## src/dic_pkg.sv

```systemverilog
// What this block does
// - overflow flag clears on low counter read after flagged status access; alternate path never
// - capture flag two sets on falling edge of pin two; irq if enabled
// - capture flag two clears after status read then capture two low read
// - compare flag two sets on compare two match; irq if compare enable
// - compare flag two clears after status read then compare two low access
// - one capture irq enable gates both capture flags
// - capture register one loads counter on selected pin one edge, sets flag one
// - capture one high byte at 0x14, low byte at 0x15
// - captured value is counter before the edge plus one, from synchronisation
// - resolution one count; counter steps every four bus clocks
// - capture one loads on every valid edge not held off by a high byte read, regardless of flag one
// - reading capture one high blocks transfers until its low byte is read
// - reading a capture low byte never blocks a transfer
// - reset leaves capture register one contents unchanged except leaving stop
// - capture register two loads counter only on pin two falling edge, sets flag two
// - capture two high byte at 0x1c, low byte at 0x1d
// - reading capture two high blocks transfers until its low byte is read
// - capture two loads on every falling edge not held off by a high byte read, regardless of flag two
// - reset leaves capture register two contents unchanged except leaving stop
// - edge select one means rising edge on pin one, zero means falling
// - capture flag one clears after status read then capture one low read
// - status read arms clearing, a status write only for overflow; each flag clears on a read of its own register, compare two on any access
package dic_pkg;
  localparam logic [7:0] DIC_ADDR_CTRL     = 8'h12;
  localparam logic [7:0] DIC_ADDR_STATUS   = 8'h13;
  localparam logic [7:0] DIC_ADDR_CAP1_HI  = 8'h14;
  localparam logic [7:0] DIC_ADDR_CAP1_LO  = 8'h15;
  localparam logic [7:0] DIC_ADDR_CNT_LO   = 8'h19;
  localparam logic [7:0] DIC_ADDR_ACNT_LO  = 8'h1b;
  localparam logic [7:0] DIC_ADDR_CAP2_HI  = 8'h1c;
  localparam logic [7:0] DIC_ADDR_CAP2_LO  = 8'h1d;
  localparam logic [7:0] DIC_ADDR_CMP2_LO  = 8'h1f;
  // control register fields
  localparam int DIC_CTRL_CAP_IE_BIT = 7;
  localparam int DIC_CTRL_CMP_IE_BIT = 6;
  localparam int DIC_CTRL_EDGE1_BIT  = 1;
  // status register fields
  localparam int DIC_STAT_CAP1_BIT  = 7;
  localparam int DIC_STAT_OVF_BIT   = 5;
  localparam int DIC_STAT_CAP2_BIT  = 4;
  localparam int DIC_STAT_CMP2_BIT  = 3;
  localparam logic DIC_FLAG_RST = 1'b0;
  localparam int DIC_SYNC_STAGES = 2;
endpackage

```

## src/dic_sync.sv

```systemverilog
`timescale 1ns/1ps
`default_nettype none
module dic_sync (
  input  wire logic clk_i,
  input  wire logic rst_n_i,
  input  wire logic pin_i,
  output logic      level_o,
  output logic      fall_o,
  output logic      rise_o
);
  import dic_pkg::*;
  logic meta_r;
  logic sync_r;
  logic prev_r;
  logic [DIC_SYNC_STAGES:0] live_r;
  // ********************************
  // two-stage synchroniser, then edge
  // ********************************
  always_ff @(posedge clk_i) begin
    if (!rst_n_i) begin
      meta_r <= 1'b1;
      sync_r <= 1'b1;
      prev_r <= 1'b1;
    end else begin
      meta_r <= pin_i;
      sync_r <= meta_r;
      prev_r <= sync_r;
    end
  end
  // edges held off until the pipe holds real pin samples: a pin sitting
  // low through reset would otherwise look like a falling edge
  always_ff @(posedge clk_i) begin
    if (!rst_n_i) begin
      live_r <= {(DIC_SYNC_STAGES + 1){1'b0}};
    end else begin
      live_r <= {live_r[DIC_SYNC_STAGES-1:0], 1'b1};
    end
  end
  assign level_o = sync_r;
  assign fall_o  = live_r[DIC_SYNC_STAGES] & prev_r & ~sync_r;
  assign rise_o  = live_r[DIC_SYNC_STAGES] & ~prev_r & sync_r;
endmodule
`default_nettype wire

```

## src/dic_capture.sv

```systemverilog
`timescale 1ns/1ps
`default_nettype none
module dic_capture (
  input  wire logic        clk_i,
  input  wire logic        rst_n_i,
  input  wire logic        stop_exit_i,
  input  wire logic [15:0] counter_i,
  input  wire logic        compare2_match_i,
  input  wire logic        overflow_i,
  input  wire logic        capture_pin_one_i,
  input  wire logic        capture_pin_two_i,
  input  wire logic        bus_rd_i,
  input  wire logic        bus_wr_i,
  input  wire logic [7:0]  bus_addr_i,
  input  wire logic [7:0]  bus_wdata_i,
  output logic [7:0]       bus_rdata_o,
  output logic             capture_flag_one_o,
  output logic             capture_flag_two_o,
  output logic             compare_flag_two_o,
  output logic             overflow_flag_o,
  output logic             capture_irq_o,
  output logic             compare_irq_o,
  output logic [7:0]       timer_control_register_o
);
  import dic_pkg::*;

  // ********************************
  // pin synchronisation
  // ********************************
  logic p1_fall;
  logic p1_rise;
  logic p2_fall;

  dic_sync u_sync1 (
    .clk_i  (clk_i),
    .rst_n_i(rst_n_i),
    .pin_i  (capture_pin_one_i),
    .level_o(),
    .fall_o (p1_fall),
    .rise_o (p1_rise)
  );

  dic_sync u_sync2 (
    .clk_i  (clk_i),
    .rst_n_i(rst_n_i),
    .pin_i  (capture_pin_two_i),
    .level_o(),
    .fall_o (p2_fall),
    .rise_o ()
  );

  // ********************************
  // control register
  // ********************************
  logic [7:0] ctrl_r;
  always_ff @(posedge clk_i) begin
    if (!rst_n_i) begin
      ctrl_r <= 8'h00;
    end else if (bus_wr_i && bus_addr_i == DIC_ADDR_CTRL) begin
      ctrl_r <= bus_wdata_i;
    end
  end
  assign timer_control_register_o = ctrl_r;

  logic edge_one_sel;
  logic cap_ie;
  logic cmp_ie;
  assign edge_one_sel = ctrl_r[DIC_CTRL_EDGE1_BIT];
  assign cap_ie       = ctrl_r[DIC_CTRL_CAP_IE_BIT];
  assign cmp_ie       = ctrl_r[DIC_CTRL_CMP_IE_BIT];

  // ********************************
  // capture events
  // ********************************
  logic cap1_evt;
  logic cap2_evt;
  assign cap1_evt = edge_one_sel ? p1_rise : p1_fall;
  assign cap2_evt = p2_fall;

  // decodes
  logic rd_stat;
  logic rd_c1hi;
  logic rd_c1lo;
  logic rd_c2hi;
  logic rd_c2lo;
  logic rd_cntlo;
  logic acc_cmp2lo;
  logic acc_stat;
  assign acc_stat   = (bus_rd_i || bus_wr_i) && bus_addr_i == DIC_ADDR_STATUS;
  assign rd_stat    = bus_rd_i && bus_addr_i == DIC_ADDR_STATUS;
  assign rd_c1hi    = bus_rd_i && bus_addr_i == DIC_ADDR_CAP1_HI;
  assign rd_c1lo    = bus_rd_i && bus_addr_i == DIC_ADDR_CAP1_LO;
  assign rd_c2hi    = bus_rd_i && bus_addr_i == DIC_ADDR_CAP2_HI;
  assign rd_c2lo    = bus_rd_i && bus_addr_i == DIC_ADDR_CAP2_LO;
  assign rd_cntlo   = bus_rd_i && bus_addr_i == DIC_ADDR_CNT_LO;
  assign acc_cmp2lo = (bus_rd_i || bus_wr_i) && bus_addr_i == DIC_ADDR_CMP2_LO;

  // ********************************
  // transfer inhibit after high byte read
  // ********************************
  logic inh1_r;
  logic inh2_r;
  always_ff @(posedge clk_i) begin
    if (!rst_n_i) begin
      inh1_r <= 1'b0;
    end else if (rd_c1hi) begin
      inh1_r <= 1'b1;
    end else if (rd_c1lo) begin
      inh1_r <= 1'b0;
    end
  end
  always_ff @(posedge clk_i) begin
    if (!rst_n_i) begin
      inh2_r <= 1'b0;
    end else if (rd_c2hi) begin
      inh2_r <= 1'b1;
    end else if (rd_c2lo) begin
      inh2_r <= 1'b0;
    end
  end

  // ********************************
  // capture registers: not reset, only cleared on stop exit
  // ********************************
  logic [15:0] capture_register_one_r;
  logic [15:0] capture_register_two_r;
  logic [15:0] cnt_plus1;
  logic [15:0] cnt_d1_r;
  logic [15:0] cnt_d2_r;
  logic        cap1_ld;
  logic        cap2_ld;
  // counter delayed as deep as the pin synchroniser, so the value is the one
  // current when the pin moved; plus one for the count the sync costs
  always_ff @(posedge clk_i) begin
    cnt_d1_r <= counter_i;
    cnt_d2_r <= cnt_d1_r;
  end
  assign cnt_plus1 = cnt_d2_r + 16'h0001;
  // a low-byte read lifts the inhibit in its own cycle: read and transfer
  // never block each other; no transfer while reset is held
  assign cap1_ld = rst_n_i && cap1_evt && (!inh1_r || rd_c1lo);
  assign cap2_ld = rst_n_i && cap2_evt && (!inh2_r || rd_c2lo);
  always_ff @(posedge clk_i) begin
    if (stop_exit_i) begin
      capture_register_one_r <= 16'h0000;
    end else if (cap1_ld) begin
      capture_register_one_r <= cnt_plus1;
    end
  end
  always_ff @(posedge clk_i) begin
    if (stop_exit_i) begin
      capture_register_two_r <= 16'h0000;
    end else if (cap2_ld) begin
      capture_register_two_r <= cnt_plus1;
    end
  end

  // ********************************
  // flags with two-step clear
  // ********************************
  logic cap1_f_r;
  logic cap2_f_r;
  logic cmp2_f_r;
  logic ovf_f_r;
  logic arm1_r;
  logic arm2_r;
  logic armc_r;
  logic armo_r;

  // status read arms each set flag, a status write only the overflow flag; set wins over clear
  always_ff @(posedge clk_i) begin
    if (!rst_n_i) begin
      arm1_r <= 1'b0;
      arm2_r <= 1'b0;
      armc_r <= 1'b0;
      armo_r <= 1'b0;
    end else begin
      if (rd_stat && cap1_f_r) arm1_r <= 1'b1;
      else if (rd_c1lo) arm1_r <= 1'b0;
      if (rd_stat && cap2_f_r) arm2_r <= 1'b1;
      else if (rd_c2lo) arm2_r <= 1'b0;
      if (rd_stat && cmp2_f_r) armc_r <= 1'b1;
      else if (acc_cmp2lo) armc_r <= 1'b0;
      if (acc_stat && ovf_f_r) armo_r <= 1'b1;
      else if (rd_cntlo) armo_r <= 1'b0;
    end
  end

  always_ff @(posedge clk_i) begin
    if (!rst_n_i) begin
      cap1_f_r <= DIC_FLAG_RST;
    end else if (cap1_evt) begin
      cap1_f_r <= 1'b1;
    end else if (arm1_r && rd_c1lo) begin
      cap1_f_r <= 1'b0;
    end
  end
  always_ff @(posedge clk_i) begin
    if (!rst_n_i) begin
      cap2_f_r <= DIC_FLAG_RST;
    end else if (cap2_evt) begin
      cap2_f_r <= 1'b1;
    end else if (arm2_r && rd_c2lo) begin
      cap2_f_r <= 1'b0;
    end
  end
  always_ff @(posedge clk_i) begin
    if (!rst_n_i) begin
      cmp2_f_r <= DIC_FLAG_RST;
    end else if (compare2_match_i) begin
      cmp2_f_r <= 1'b1;
    end else if (armc_r && acc_cmp2lo) begin
      cmp2_f_r <= 1'b0;
    end
  end
  // alternate counter low is not decoded here, so it never clears
  always_ff @(posedge clk_i) begin
    if (!rst_n_i) begin
      ovf_f_r <= DIC_FLAG_RST;
    end else if (overflow_i) begin
      ovf_f_r <= 1'b1;
    end else if (armo_r && rd_cntlo) begin
      ovf_f_r <= 1'b0;
    end
  end

  assign capture_flag_one_o = cap1_f_r;
  assign capture_flag_two_o = cap2_f_r;
  assign compare_flag_two_o = cmp2_f_r;
  assign overflow_flag_o    = ovf_f_r;
  assign capture_irq_o = cap_ie & (cap1_f_r | cap2_f_r);
  assign compare_irq_o = cmp_ie & cmp2_f_r;

  // ********************************
  // read data
  // ********************************
  logic [7:0] rdata_r;
  always_ff @(posedge clk_i) begin
    if (!rst_n_i) begin
      rdata_r <= 8'h00;
    end else if (bus_rd_i) begin
      case (bus_addr_i)
        DIC_ADDR_CTRL:    rdata_r <= ctrl_r;
        DIC_ADDR_STATUS:  rdata_r <= {cap1_f_r, 1'b0, ovf_f_r, cap2_f_r, cmp2_f_r, 3'h0};
        DIC_ADDR_CAP1_HI: rdata_r <= capture_register_one_r[15:8];
        DIC_ADDR_CAP1_LO: rdata_r <= capture_register_one_r[7:0];
        DIC_ADDR_CAP2_HI: rdata_r <= capture_register_two_r[15:8];
        DIC_ADDR_CAP2_LO: rdata_r <= capture_register_two_r[7:0];
        default:          rdata_r <= 8'h00;
      endcase
    end
  end
  assign bus_rdata_o = rdata_r;
endmodule
`default_nettype wire

```

## config.mk

```make
export PLATFORM = sky130hd
export DESIGN_NAME = dic_capture
export DESIGN_NICKNAME = d
export VERILOG_FILES = /design/src/dic_pkg.sv /design/src/dic_sync.sv /design/src/dic_capture.sv
export SDC_FILE = /design/constraint.sdc
export NUM_CORES = 1
export LEC_CHECK = 0
export BUFFER_PORTS_ARGS = -buffer_cell sky130_fd_sc_hd__buf_4
export CAP_MARGIN = 20
export CORE_ASPECT_RATIO = 0.6
export CORE_UTILIZATION = 30
export DETAILED_ROUTE_END_ITERATION = 8
export HOLD_SLACK_MARGIN = 0.15
export PLACE_DENSITY_LB_ADDON = 0.15
export SLEW_MARGIN = 5
export SYNTH_ARGS = -nofsm -noshare
export SYNTH_HDL_FRONTEND = slang
export SYNTH_SLANG_ARGS = --single-unit
```

## constraint.sdc

```tcl
create_clock -name clk_i -period 1.78 [get_ports clk_i]
set_input_delay 0.089 -clock clk_i [delete_from_list [all_inputs] [get_ports clk_i]]
set_output_delay 0.089 -clock clk_i [all_outputs]
set_load 0.02 [all_outputs]
```

======== Word level (Yosys, flattened, before mapping) ========
Cells that the tools add are included.
Widths: inputs -> output; s select.
operators by class
  multiplexer cells ....................... 22
  reduce and logical (&&, ||, !) cells .... 36
  equal/unequal tests ..................... 8
  $add $sub $neg .......................... 1
  bitwise gates (word level) .............. 12
operators by type and width
  kind                   count
  $eq 8x5->1 const B     8
  $pmux 8 s6             1
  $logic_and 1x1->1      21
  $mux 1                 21
  $reduce_bool 2->1      10
  $add 16x1->16 const B  1
  $and 1x1->1            8
  $logic_or 1x1->1       3
  $not 1->1              3
  $logic_not 1->1        2
  $or 1x1->1             1
word-level totals
  register bits ........................... 102
  output and inout port bits .............. 22
  input port bits ......................... 41

======== Depth between registers and ports, before layout ========
  word-level depth ........................ 6
  depth in mapped cells ................... 7

======== Cells and area by module ========
Synthesis repeated with hierarchy kept, for this count alone.
unflattened totals
  cell total of the unflattened synthesis .. 391
  area, all modules ....................... 3,946.3 um^2
modules (own cells, without submodules)
  module       instances  area an instance (um^2)  cells each
  dic_capture  1          3,608.5                  365
  dic_sync     2          168.9                    13

======== Worst setup path after synthesis ========
No wires, ideal clock.
  path kind ............................... register -> register
  start ................................... register ctrl_r[1] (netlist: timer_control_register_o[1])
  end ..................................... register capture_register_one_r[4]
  stages on the path, launching flop included .. 7
  buffers on the path ..................... 2
  path slack .............................. -0.084 ns
  arrival time ............................ 1.742 ns
  cells stage by stage .................... dfxtp_1 -> or3b_2 -> a21oi_1 -> and2_1 -> buf_4 -> buf_4 -> o21ai_0
on the way
  cells in the longest elaborated chain, start to end .. 3
ends and longest elaborated chain
  what                             line                text
  start: declaration               dic_capture.sv:55   logic [7:0] ctrl_r;
  start signal: assignment         dic_capture.sv:60   ctrl_r <= bus_wdata_i;
  $mux 1                           dic_capture.sv:77   assign cap1_evt = edge_one_sel ? p1_rise : p1_fall;
  $logic_and 1x1->1 (2 in series)  dic_capture.sv:141  assign cap1_ld = rst_n_i && cap1_evt && (!inh1_r || rd_c1lo);
  end signal: assignment           dic_capture.sv:147  capture_register_one_r <= cnt_plus1;
  end: declaration                 dic_capture.sv:125  logic [15:0] capture_register_one_r;
No other way between the ends.
A chain may end at the register's enable or synchronous reset.

======== Worst setup path in the final report ========
  start ................................... register cnt_d2_r[0]
  end ..................................... register capture_register_two_r[14]
on the way
  cells in the longest elaborated chain, start to end .. 1
ends and longest elaborated chain
  what                      line                text
  start: declaration        dic_capture.sv:129  logic [15:0] cnt_d2_r;
  start signal: assignment  dic_capture.sv:136  cnt_d2_r <= cnt_d1_r;
  $add 16x1->16             dic_capture.sv:138  assign cnt_plus1 = cnt_d2_r + 16'h0001;
  end signal: assignment    dic_capture.sv:154  capture_register_two_r <= cnt_plus1;
  end: declaration          dic_capture.sv:126  logic [15:0] capture_register_two_r;
No other way between the ends.

==> metrics.csv <==
metric;value;unit
status;finished, final reports clean;
Cells after Synth;358;
critical path endpoint category;flip-flop;
Final setup viols;0;
n_diodes;0;
synth unique cells;55;
fin crit period;1.67;ns
async set or reset register ratio after synthesis;0;%
FMAX;0.600;GHz
crit path max-delay cell type;nor4_1;
Vias/cell;4.88;
Die W;149;um
via count;3093;
fin crit share;93.6;%
Finished Layout Cells;634;
syn nets;400;
type of origin of the critical path;flip-flop;
r2r setup slk;0.11;ns
antenna violations before repair;0;
CP max stage delay;0.38;ns
flops & latches, synth;99;
CTS Buf Count;9;
setup ws final;0.115;ns
H-tree levels;3;
ANT nets after route;0;
Synth warnings;0;
Critical Path RT;2.04;ns
initial DRC count;152;
Pleak;1.97;nW
Max FO, Critical Path;5;
RR Endpoint;capture_register_two_r[14]$_SDFFE_PP0P_;
CTS tree;yes;
postcts setup bufs;0;
first-pass GRT wire length;15900;um
Tightest Pin Transition;0.799;ns
top_reg_cell synth;dfxtp_1;
drt total wl;9980;um
peak supply drop;0.000473;V
IO Count;63;
layout cell share with drive strength beyond 1;29.0;%
Slew HR;46.6;%
clk_lat worst skew;0.35;ns
pwr dens;886;nW/um^2
Std-Cell Rows;31;
gp weighted congestion;0.758;
Max Slew Vio Count;0;
Hold EP;bus_rdata_o[0]$_SDFFE_PN0P_;
Hold Crit Class;in2reg;
Mapped Area;3860;um^2
Data arrival, critical path;1.93;ns
global route overflow;0;
total die area;13400;um^2
WP buf/inv;0;
HPWL after DPL;7090;um
Crit Reg-Reg Startpoint;cnt_d2_r[0]$_DFF_P_;
R2R cell count;5;
root buf cell;clkbuf_16;
final net count;506;
Area Growth Syn to Fin;35.9;%
clock tree sinks;99;
Seq/Total Area, Yosys;51.3;%
clk buf depth;2;
Max Cap Viol;0;
final hold violation count;0;
crit path kind;reg2reg;
Min-Delay Path Depth;4;
WL/cell;15.7;um
CP top delay family;simple AND/OR/NAND/NOR gates;
vias in the first global route;2975;
Clock transition at path regs;0.07;ns
skew final;0.00972;ns
First-pass DRT Iterations;4;
critical hold path startpoint;bus_rd_i;
Syn Area/Cell;10.8;um^2
initial core utilization;31.4;%
Post-synth EDFFs;0;
RSZ-0062 raised after global routing;true;
Core Area;12300;um^2
Inst Count DP;586;
power consumption;4.65;mW
CP Cell Sequence;ha_1 > nand3_1 > nor4_1 > xnor2_1 > a211oi_2;
Setup TNS;0;ns
Port Buf Inserts;62;
pre-CTS WS;-0.0120;ns
gr usage total;15.8;%
worst hold margin;0.169;ns
DRC violations left;0;
largest net degree at the start of global routing;36;
DIE HEIGHT;89.9;um
routing by layer:
layer / GRT usage [%] / part of all wire (%)
met4: 5.15 / 1.2
met5: 0 / 0
met3: 4.67 / 5.4
met1: 23.9 / 55
met2: 21.0 / 39
worst max-delay path by stage:
stage	from	end	slack [ns]	cells past startpoint
after floorplan	timer_control_register_o[1]$_SDFFE_PN0P_	capture_register_one_r[4]$_SDFFE_PP0P_	0.03	6
after global placement	bus_addr_i[5]	capture_register_two_r[5]$_SDFFE_PP0P_	0.02	6
after detailed placement	bus_addr_i[5]	capture_register_one_r[13]$_SDFFE_PP0P_	-0.01	6
after CTS	timer_control_register_o[1]$_SDFFE_PN0P_	capture_register_one_r[2]$_SDFFE_PP0P_	0.1	5
after global routing	cnt_d2_r[0]$_DFF_P_	capture_register_one_r[12]$_SDFFE_PP0P_	-0.02	5
final	cnt_d2_r[0]$_DFF_P_	capture_register_two_r[14]$_SDFFE_PP0P_	0.11	5
worst min-delay path: stages:
cell and delay (ns):
buf_4 0.15, nor2b_1 0.10, nand2_1 0.07, o21ai_0 0.06
synthesized netlist by cell type, types with 8 or more instances:
cell / n / area (um^2)
nand3_1: 10 / 50.1
a21oi_1: 29 / 145
nand2b_1: 13 / 81.3
o21ai_0: 8 / 40.0
nor3_1: 9 / 45.0
nor2_1: 9 / 33.8
a211oi_1: 19 / 143
mux2i_1: 10 / 100
dfxtp_1: 99 / 1980
xnor2_1: 14 / 123
nor2b_1: 13 / 81.3
a22oi_1: 10 / 75.1
nand2_1: 14 / 52.6
area by class of cell:
type                    instances  area (um^2)
repair buffers                117         1000
inverters                       4         15.0
fillers                      1181         7040
well taps                     165          206
flip-flops and latches         99         1980
multi-input cells             233         1740
clock buffers                  10          239
clock inverters                 6         72.6
through the flow:
step | util (%) | area, um^2
floorplan | - | 3870
detailed placement | 37.5 | 4610
CTS | 42.6 | 5240
global route | 42.7 | 5250
global placement | 37.5 | 4610
finish | 42.7 | 5250
registers in the layout, summed over array words and instances (netlist names), 3 cells and up:
signal                    flops
capture_register_one_r       16
capture_register_two_r       16
cnt_d1_r                     16
cnt_d2_r                     16
bus_rdata_o                   8
timer_control_register_o      8
u_sync2.live_r                3
cells in the final DEF (no fill, tap or decap), drive strengths merged, types with 2 or more instances in the layout:
cell type	count
o31ai	2
nand2	15
inv	6
dfxtp	99
o21ai	8
xnor2	14
nor3	9
dlygate4sd3	32
or3	2
clkbuf	10
o22ai	3
nand2b	13
clkinv	2
and2	7
mux2	3
nand4b	2
a22oi	10
a21oi	30
mux4	7
nor2b	13
o211a	2
nor4	6
nor2	11
o21a	3
nor3b	2
nand4	4
buf	85
a31o	2
nand3	10
a211oi	26
nand3b	2
mux2i	10
nor4b	2
a21boi	4
or3b	2
cell families after synthesis:
group	count (synthesis)	synth area share, %
and+or+nand+nor	102	15.5
DFF	99	51.3
AOI/OAI and AO/OA	96	18.2
buffers and inverters	26	4.01
muxes	20	7.54
xor gates and xnor gates	14	3.17
adders and majority gates	1	0.324
where the power goes:
group	switching (mW)	internal (mW)
combinational	0.154	0.181
clock	0.870	1.14
sequential	0.0342	2.27
total	1.06	3.59
timing repair:
| item | 4_1_cts | 5_1_grt |
|---|---|---|
| hold buffers | 32 | 0 |
| hold endpoints to repair | 38 | 0 |
| setup endpoints to repair | 0 | 4 |
| resized for setup | 0 | 2 |
Power figures use the tool's default switching activity.
